--- config.mk ---
export PLATFORM = sky130hd
export DESIGN_NAME = rsc_ramp_status_regs
export DESIGN_NICKNAME = d
export VERILOG_FILES = /design/src/hw/rsc_pkg.sv /design/src/hw/rsc_ramp_status_regs.sv
export SDC_FILE = /design/constraint.sdc
export NUM_CORES = 1
export LEC_CHECK = 0
export BUFFER_PORTS_ARGS = -buffer_cell sky130_fd_sc_hd__buf_2
export CORE_ASPECT_RATIO = 0.5
export CORE_MARGIN = 2
export CORE_UTILIZATION = 52
export CTS_CLUSTER_DIAMETER = 200
export DETAILED_ROUTE_END_ITERATION = 10
export GPL_TIMING_DRIVEN = 0
export MAX_ROUTING_LAYER = met4
export PLACE_DENSITY = 0.72
export SLEW_MARGIN = 5
export SYNTH_ARGS = -nofsm -noshare
export SYNTH_HDL_FRONTEND = slang
export SYNTH_SLANG_ARGS = --single-unit
--- constraint.sdc ---
create_clock -name core_clk -period 7.6 [get_ports core_clk]
set_clock_uncertainty 0.05 [all_clocks]
set_input_delay 1.9 -clock core_clk [delete_from_list [all_inputs] [get_ports core_clk]]
set_output_delay 1.9 -clock core_clk [all_outputs]
set_load 0.01 [all_outputs]
--- src/hw/rsc_pkg.sv ---
// constants and carrier types of the ramp and status capture register bank
package rsc_pkg;
  // ************************************************
  // command codes
  // ************************************************
  localparam logic [7:0] CMD_RAMP_REC  = 8'hDB;
  localparam logic [7:0] CMD_TEMP_SEL  = 8'hDC;
  localparam logic [7:0] CMD_VIN_OFS   = 8'hDD;
  localparam logic [7:0] CMD_VOUT_TRIM = 8'hDE;
  localparam logic [7:0] CMD_STAT_HIST = 8'hDF;

  // ************************************************
  // record layout
  // ************************************************
  localparam int RAMP_PAIRS = 15;
  localparam int STAT_WORDS = 16;
  localparam int SAMPLE_W   = 8;
  localparam int CNT_W      = 16;
  localparam int STAT_W     = 16;
  localparam int BLOCK_W    = 256;
  localparam int PAIR_LSB   = 16;   // pair k: vin at 16+16k, vout 8 above
  localparam int PAIR_STEP  = 16;
  localparam int TEMP_EXT_BIT = 0;
  localparam int VIN_ON_LSB   = 16;
  localparam int VIN_OFF_LSB  = 0;
  localparam int HALF_W       = 16;

  // response lengths in bytes
  localparam logic [5:0] LEN_NONE  = 6'h00;
  localparam logic [5:0] LEN_BYTE  = 6'h01;
  localparam logic [5:0] LEN_WORD  = 6'h02;
  localparam logic [5:0] LEN_DWORD = 6'h04;
  localparam logic [5:0] LEN_BLOCK = 6'h20;

  // reset values
  localparam logic [7:0]  TEMP_SEL_RST  = 8'h00;
  localparam logic [31:0] VIN_OFS_RST   = 32'h0000_0000;
  localparam logic [15:0] VOUT_TRIM_RST = 16'h0000;

  // ************************************************
  // timing
  // ************************************************
  localparam int CLK_HZ          = 125_000_000;
  localparam int STAT_PERIOD_S   = 8;
  localparam int STAT_PERIOD_CYC = STAT_PERIOD_S * CLK_HZ;

  // ************************************************
  // types
  // ************************************************
  typedef enum logic [1:0] {RAMP_IDLE = 2'b00, RAMP_CAPT = 2'b01, RAMP_HELD = 2'b11} rsc_ramp_e;
  typedef enum logic [1:0] {HIST_IDLE = 2'b00, HIST_RUN = 2'b01, HIST_FULL = 2'b11} rsc_hist_e;

  typedef struct packed {
    logic        valid;
    logic        write;
    logic [7:0]  code;
    logic [31:0] wdata;
  } rsc_cmd_s;

  typedef struct packed {
    logic         valid;
    logic         err;
    logic [5:0]   len;
    logic [255:0] data;
  } rsc_rsp_s;

  typedef struct packed {
    logic [7:0]  temp_sel;
    logic [15:0] vin_on;
    logic [15:0] vin_off;
    logic [15:0] vout_trim;
  } rsc_cfg_s;
endpackage : rsc_pkg

--- src/hw/rsc_ramp_status_regs.sv ---
// ramp recorder, status history recorder and small config registers
//
// Contract
// - ramp record read returns 32 bytes: counter then start-up voltage samples
// - fifteen vin/vout pairs captured during the ramp, spaced by one fifteenth of ramp duration
// - just before ramp, latch counter as last snapshot count plus one
// - only the first ramp after power-up is recorded
// - stored ramp record is cleared after a successful ramp-up
// - counter in 15:0, pair k vin below vout from bit 16, up to pair 14
// - status history read returns sixteen 16-bit words, word 0 lowest
// - history starts after ramp ends, one word every 8 s, sixteen words
// - temperature select bit 0: 0 internal sensor, 1 external sensor
// - input offset register: turn-on in 31:16, turn-off in 15:0
// - output trim register holds signed 16-bit value in 15:0
module rsc_ramp_status_regs
  import rsc_pkg::*;
#(
  parameter int STAT_PERIOD = STAT_PERIOD_CYC
) (
  input  wire logic                core_clk,
  input  wire logic                rstn,
  input  wire rsc_cmd_s            cmd,
  input  wire logic                ramp_start,
  input  wire logic                ramp_done,
  input  wire logic                ramp_ok,
  input  wire logic [31:0]         ramp_cycles,
  input  wire logic [CNT_W-1:0]    snap_cycles,
  input  wire logic [SAMPLE_W-1:0] vin_sample,
  input  wire logic [SAMPLE_W-1:0] vout_sample,
  input  wire logic [STAT_W-1:0]   status_word,
  output rsc_rsp_s                 rsp,
  output rsc_cfg_s                 cfg
);

  // ************************************************
  // ramp recorder
  // ************************************************
  rsc_ramp_e           ramp_st_reg, ramp_st_next;
  logic [31:0]         intv_cnt_reg, intv_cnt_next;
  logic [3:0]          pair_idx_reg, pair_idx_next;
  logic [CNT_W-1:0]    rec_cnt_reg, rec_cnt_next;
  logic [SAMPLE_W-1:0] vin_mem_reg  [RAMP_PAIRS];
  logic [SAMPLE_W-1:0] vin_mem_next [RAMP_PAIRS];
  logic [SAMPLE_W-1:0] vout_mem_reg [RAMP_PAIRS];
  logic [SAMPLE_W-1:0] vout_mem_next[RAMP_PAIRS];
  logic [31:0]         intv_last;

  // even split of the ramp, never below one cycle
  always_comb begin
    logic [31:0] q;
    q = ramp_cycles / 32'(RAMP_PAIRS);
    intv_last = (q == 32'h0) ? 32'h0 : q - 32'h1;
  end

  // ramp next state: capture once, hold until power cycles
  always_comb begin
    ramp_st_next  = ramp_st_reg;
    intv_cnt_next = intv_cnt_reg;
    pair_idx_next = pair_idx_reg;
    rec_cnt_next  = rec_cnt_reg;
    vin_mem_next  = vin_mem_reg;
    vout_mem_next = vout_mem_reg;
    unique case (ramp_st_reg)
      RAMP_IDLE: begin
        if (ramp_start) begin
          rec_cnt_next  = snap_cycles + CNT_W'(1);
          intv_cnt_next = 32'h0;
          pair_idx_next = 4'h0;
          ramp_st_next  = RAMP_CAPT;
        end
      end
      RAMP_CAPT: begin
        if (intv_cnt_reg >= intv_last) begin
          vin_mem_next[pair_idx_reg]  = vin_sample;
          vout_mem_next[pair_idx_reg] = vout_sample;
          intv_cnt_next = 32'h0;
          pair_idx_next = pair_idx_reg + 4'h1;
          if (pair_idx_reg == 4'(RAMP_PAIRS - 1)) ramp_st_next = RAMP_HELD;
        end else begin
          intv_cnt_next = intv_cnt_reg + 32'h1;
        end
        // a short ramp simply stops the sampling
        if (ramp_done) ramp_st_next = RAMP_HELD;
      end
      RAMP_HELD: begin
        ramp_st_next = RAMP_HELD;
      end
      default: ramp_st_next = RAMP_HELD;
    endcase
    // a good ramp-up wipes the record; the state still blocks re-capture
    if (ramp_ok && ramp_st_reg != RAMP_IDLE) begin
      rec_cnt_next = '0;
      for (int i = 0; i < RAMP_PAIRS; i++) begin
        vin_mem_next[i]  = '0;
        vout_mem_next[i] = '0;
      end
      ramp_st_next = RAMP_HELD;
    end
  end

  always_ff @(posedge core_clk or negedge rstn) begin
    if (!rstn) begin
      ramp_st_reg  <= RAMP_IDLE;
      intv_cnt_reg <= 32'h0;
      pair_idx_reg <= 4'h0;
      rec_cnt_reg  <= '0;
      for (int i = 0; i < RAMP_PAIRS; i++) begin
        vin_mem_reg[i]  <= '0;
        vout_mem_reg[i] <= '0;
      end
    end else begin
      ramp_st_reg  <= ramp_st_next;
      intv_cnt_reg <= intv_cnt_next;
      pair_idx_reg <= pair_idx_next;
      rec_cnt_reg  <= rec_cnt_next;
      vin_mem_reg  <= vin_mem_next;
      vout_mem_reg <= vout_mem_next;
    end
  end

  // ************************************************
  // status history recorder
  // ************************************************
  rsc_hist_e         hist_st_reg, hist_st_next;
  logic [31:0]       per_cnt_reg, per_cnt_next;
  logic [4:0]        word_idx_reg, word_idx_next;
  logic [STAT_W-1:0] stat_mem_reg [STAT_WORDS];
  logic [STAT_W-1:0] stat_mem_next[STAT_WORDS];

  // word 0 right at ramp end, then one per period
  always_comb begin
    hist_st_next  = hist_st_reg;
    per_cnt_next  = per_cnt_reg;
    word_idx_next = word_idx_reg;
    stat_mem_next = stat_mem_reg;
    unique case (hist_st_reg)
      HIST_IDLE: begin
        if (ramp_done) begin
          stat_mem_next[0] = status_word;
          word_idx_next    = 5'h1;
          per_cnt_next     = 32'h0;
          hist_st_next     = HIST_RUN;
        end
      end
      HIST_RUN: begin
        if (per_cnt_reg == 32'(STAT_PERIOD - 1)) begin
          stat_mem_next[word_idx_reg[3:0]] = status_word;
          per_cnt_next  = 32'h0;
          word_idx_next = word_idx_reg + 5'h1;
          if (word_idx_reg == 5'(STAT_WORDS - 1)) hist_st_next = HIST_FULL;
        end else begin
          per_cnt_next = per_cnt_reg + 32'h1;
        end
      end
      HIST_FULL: hist_st_next = HIST_FULL;
      default:   hist_st_next = HIST_FULL;
    endcase
  end

  always_ff @(posedge core_clk or negedge rstn) begin
    if (!rstn) begin
      hist_st_reg  <= HIST_IDLE;
      per_cnt_reg  <= 32'h0;
      word_idx_reg <= 5'h0;
      for (int i = 0; i < STAT_WORDS; i++) stat_mem_reg[i] <= '0;
    end else begin
      hist_st_reg  <= hist_st_next;
      per_cnt_reg  <= per_cnt_next;
      word_idx_reg <= word_idx_next;
      stat_mem_reg <= stat_mem_next;
    end
  end

  // ************************************************
  // command port and config registers
  // ************************************************
  rsc_rsp_s rsp_next;
  rsc_cfg_s cfg_next;

  // reply length per code; zero marks an unmapped code
  function automatic logic [5:0] cmd_len(input logic [7:0] code);
    unique case (code)
      CMD_RAMP_REC, CMD_STAT_HIST: cmd_len = LEN_BLOCK;
      CMD_TEMP_SEL:                cmd_len = LEN_BYTE;
      CMD_VIN_OFS:                 cmd_len = LEN_DWORD;
      CMD_VOUT_TRIM:               cmd_len = LEN_WORD;
      default:                     cmd_len = LEN_NONE;
    endcase
  endfunction

  // decode, write config, build the one-cycle reply
  always_comb begin
    cfg_next       = cfg;
    rsp_next       = '0;
    rsp_next.valid = cmd.valid;
    rsp_next.len   = cmd_len(cmd.code);
    if (cmd.valid) begin
      if (cmd.write) begin
        rsp_next.len = LEN_NONE;
        unique case (cmd.code)
          CMD_TEMP_SEL:  cfg_next.temp_sel  = cmd.wdata[7:0];
          CMD_VIN_OFS: begin
            cfg_next.vin_on  = cmd.wdata[VIN_ON_LSB +: HALF_W];
            cfg_next.vin_off = cmd.wdata[VIN_OFF_LSB +: HALF_W];
          end
          CMD_VOUT_TRIM: cfg_next.vout_trim = cmd.wdata[HALF_W-1:0];
          default:       rsp_next.err = 1'b1; // read-only or unmapped
        endcase
      end else begin
        unique case (cmd.code)
          CMD_RAMP_REC: begin
            rsp_next.data[CNT_W-1:0] = rec_cnt_reg;
            for (int k = 0; k < RAMP_PAIRS; k++) begin
              rsp_next.data[PAIR_LSB + PAIR_STEP*k +: SAMPLE_W]            = vin_mem_reg[k];
              rsp_next.data[PAIR_LSB + PAIR_STEP*k + SAMPLE_W +: SAMPLE_W] = vout_mem_reg[k];
            end
          end
          CMD_STAT_HIST: begin
            for (int k = 0; k < STAT_WORDS; k++)
              rsp_next.data[STAT_W*k +: STAT_W] = stat_mem_reg[k];
          end
          CMD_TEMP_SEL:  rsp_next.data[7:0]        = cfg.temp_sel;
          CMD_VIN_OFS:   rsp_next.data[31:0]       = {cfg.vin_on, cfg.vin_off};
          CMD_VOUT_TRIM: rsp_next.data[HALF_W-1:0] = cfg.vout_trim;
          default:       rsp_next.err = 1'b1;
        endcase
      end
    end
  end

  always_ff @(posedge core_clk or negedge rstn) begin
    if (!rstn) begin
      rsp <= '0;
      cfg <= '{temp_sel: TEMP_SEL_RST, vin_on: VIN_OFS_RST[VIN_ON_LSB +: HALF_W],
               vin_off: VIN_OFS_RST[VIN_OFF_LSB +: HALF_W], vout_trim: VOUT_TRIM_RST};
    end else begin
      rsp <= rsp_next;
      cfg <= cfg_next;
    end
  end

  wire rd_ramp = cmd.valid && !cmd.write && cmd.code == CMD_RAMP_REC;
  wire rd_hist = cmd.valid && !cmd.write && cmd.code == CMD_STAT_HIST;
endmodule // rsc_ramp_status_regs

==> flow_summary.toml <==
[outcome]
outcome = "finished with violations"
failing_checks = "capacitance limit, slew limit, setup timing"

[sta]
timing.slew.headroom_pct = -2.16
tns_ps = -3100210
rsz0062_at_grt = "yes"
timing.final.crit_share_pct = 249
hold_violations = 0
period_minus_slack_ps = 18900
fmax_ghz = 0.0529
fin_ws_ps = -11300
slew_of_the_pin_with_the_lowest_slew_margin_ps = 1530
finalMaxSlewViolations = 11
final-setup-viol-count = 277

[synth]
synth-warning-count = 0
synthDominantAreaCellType = "sky130_fd_sc_hd__dfrtp_1"
synth_top_cells_by_area = "sky130_fd_sc_hd__dfrtp_1, sky130_fd_sc_hd__mux2_2, sky130_fd_sc_hd__nand2_1, sky130_fd_sc_hd__mux2i_1, sky130_fd_sc_hd__a21oi_1"
synthArstFlopShare_pct = 100
sequential_cell_area_fraction_in_the_yosys_report_pct = 51.7
synth_enable_flop_cells = 0
most_frequent_cell_after_synthesis = "sky130_fd_sc_hd__dfrtp_1"
synth_ff_type = "sky130_fd_sc_hd__dfrtp_1"
library_cells_used_by_synthesis = 134
yosys_register_bits = 907
synthDominantCellAreaShare_pct = 51.7
synth.top_cells.by_count = "sky130_fd_sc_hd__dfrtp_1, sky130_fd_sc_hd__nand2_1, sky130_fd_sc_hd__nor2_1, sky130_fd_sc_hd__mux2_2, sky130_fd_sc_hd__a21oi_1"
post_synth.cell_area_avg_sq_um = 10.3
netlist_area_sq_um = 43900
syn-instance-count = 4272

[placement]
placedInstanceArea_sq_um = 48700
gp_routability_congestion = 0.930
post-dp-hpwl_mm = 94.8
io_buffers = 431
dp_worst_setup_slack_ps = -13880

[finish]
layout.filler_cells = 6323
syn2layout_area_growth_pct = 26.7
design_area_sq_um = 55700
largest_register_ffs = 262
final_nets = 5176
layout.core_utilization_pct = 66.5
drive_above_1_share_pct = 34.2

[drt]
avgRoutedWirePerCell_um = 22.9
first_iter_violations = 3825
route.detailed.vias_per_inst = 6.03
drt_drc_violations_left = 0
dr.pass1.iters = 6
via_count = 37300
wl_mm = 142
antenna_left = 0

[setup_path]
crit_path_start_kind = "input pin"
required_ps = 8120
worst-r2r-setup-slack_ps = 2340
path_common_cell = "sky130_fd_sc_hd__a21oi_2"
r2r_end = "vin_mem_reg[3]"
reg2regPathDepth = 40
critical_path.reg2reg.startpoint = "intv_cnt_reg[0]"
cpPeakStageDelay_ps = 540
criticalPathCategory = "in2reg"
timing.critical_path.slowest_stage_cell = "sky130_fd_sc_hd__or4b_4"
crit_fanout = 7
crit_arrival_ps = 19430
cp-end-kind = "flop"

[clock_tree]
clk_pin_slew_ps = 70
clock_tree.root_cell = "sky130_fd_sc_hd__clkbuf_16"
cts_sinks = 907
htree_levels = 3
tritoncts_buffers = 80
cts_buffer_depth = 3
cts_hold_buf = 0
insertion_delay_ps = 680
tritoncts = "built"

[die]
die_area_sq_um = 86900
core_region_area_sq_um = 83700
floorplan.rows = 75
die_height_um = 209
die_w_um = 415
pin_count = 447
floorplan.initialDensity_pct = 52.5

[min_path]
worst_hold_startpoint = "rec_cnt_reg[8]"
min_path_type = "reg2reg"
timing.hold.worst_endpoint = "rec_cnt_reg[8]"
min_delay_path_depth = 2

[job]
maxCapViolations = 2

[grt]
grt.total_usage_pct = 32.3
grt_antenna_before_repair = 11
grt_pass1_wl_mm = 212
grt_start_max_net_pins = 123
first_global_vias = 36000
gr-total-overflow = 0

[power_and_ir_drop]
pwr_density_cell_nw_per_um2 = 492
max-vdd-ir-drop_mv = 0.952
leakagePower_nw = 25.4
worst max path at each step:
stage                                from         endpoint  slack, ps  cells past startpoint
after floorplan           ramp_cycles[29]  vin_mem_reg[16]     -10340                     94
after global placement               rstn         rsp[109]     -14290                      1
after detailed placement  ramp_cycles[26]  vin_mem_reg[10]     -13880                     94
after CTS                 ramp_cycles[30]   vin_mem_reg[3]     -10860                     94
after global routing      ramp_cycles[30]  vout_mem_reg[2]     -12060                     97
final                     ramp_cycles[30]   vin_mem_reg[3]     -11300                     98
stage by stage:
stage,power [W],hold WS (ps),instances
3_5_place_dp,0.0177,411,5829
4_1_cts,0.0254,433,6111
2_1_floorplan,0.0151,390,4273
5_1_grt,0.0288,452,6189
3_3_place_gp,0.0175,406,5820
6_report,0.0274,432,6189
repair_timing:
action / 4_1_cts / 5_1_grt
resized for setup: 335 / 311
pin swaps: 163 / 141
cloned: 19 / 5
setup endpoints to repair: 277 / 277
buffers inserted: 124 / 63
cell families (layout without fill, tap and decap cells):
kind of cell	Yosys count	in the layout	synth area share (%)
compound gates	832	833	12.4
xor+xnor	53	53	1.11
fa+ha+maj	49	49	1.38
buf+inv	310	1098	3.02
flops	907	907	51.7
mux	599	599	14.8
other cells	1	12	0.00854
simple gates	1521	1522	15.6
area by class of cell:
cell class                 count  area, sq um  area share, %
multi-input combinational   3058        22800           40.9
tap                         1116         1400           2.51
clock buffer                 122         2430           4.37
buffer                       262         1610           2.90
inverter                      44          165          0.297
antenna                       10         25.0         0.0450
sequential                   907        22700           40.8
timing repair buffer         649         4280           7.69
clock inverter                21          269          0.483
cell usage in the layout (no fill, tap or decap), drive strengths merged, types with 20 or more instances in the layout:
cell    netlist  routed
and2         37      37
ha           47      47
o21ai       207     207
a22oi        25      25
buf          77     738
mux2i       245     245
dfrtp       907     907
nor4         21      21
nand2       707     707
and3         59      59
inv          44      47
a21oi       311     311
a211oi       26      26
nand3        65      65
xnor2        34      34
nor2b        20      20
nand4        29      29
o211ai       20      20
mux2        353     353
nand2b       53      53
nor3         58      58
clkbuf      187     294
nor2        389     390
routing by layer:
metal / up-vias / GRT usage (%) / part of all wire, %
met5: - / - / 0
met4: 0 / 12.3 / 4.0
met3: 328 / 4.12 / 6.6
met2: 1627 / 51.6 / 49
met1: 18900 / 42.4 / 40
li1: 16500 / - / -
power by group:
| group | switching, W | internal [W] | leakage (nW) |
|---|---|---|---|
| Combinational | 0.00986 | 0.00828 | 11.9 |
| Clock | 0.00188 | 0.00236 | 1.33 |
| Sequential | 0.0000949 | 0.00493 | 12.1 |
| Total | 0.0118 | 0.0156 | 25.4 |
critical path: cells and delay by family:
kind	cells	cell delay (ps)
compound gates	44	8430
simple gates	34	5340
buf+inv	11	1570
mux	5	1400
fa+ha+maj	3	550
xor+xnor	1	170
No activity file was read; power rests on OpenSTA's default activity.
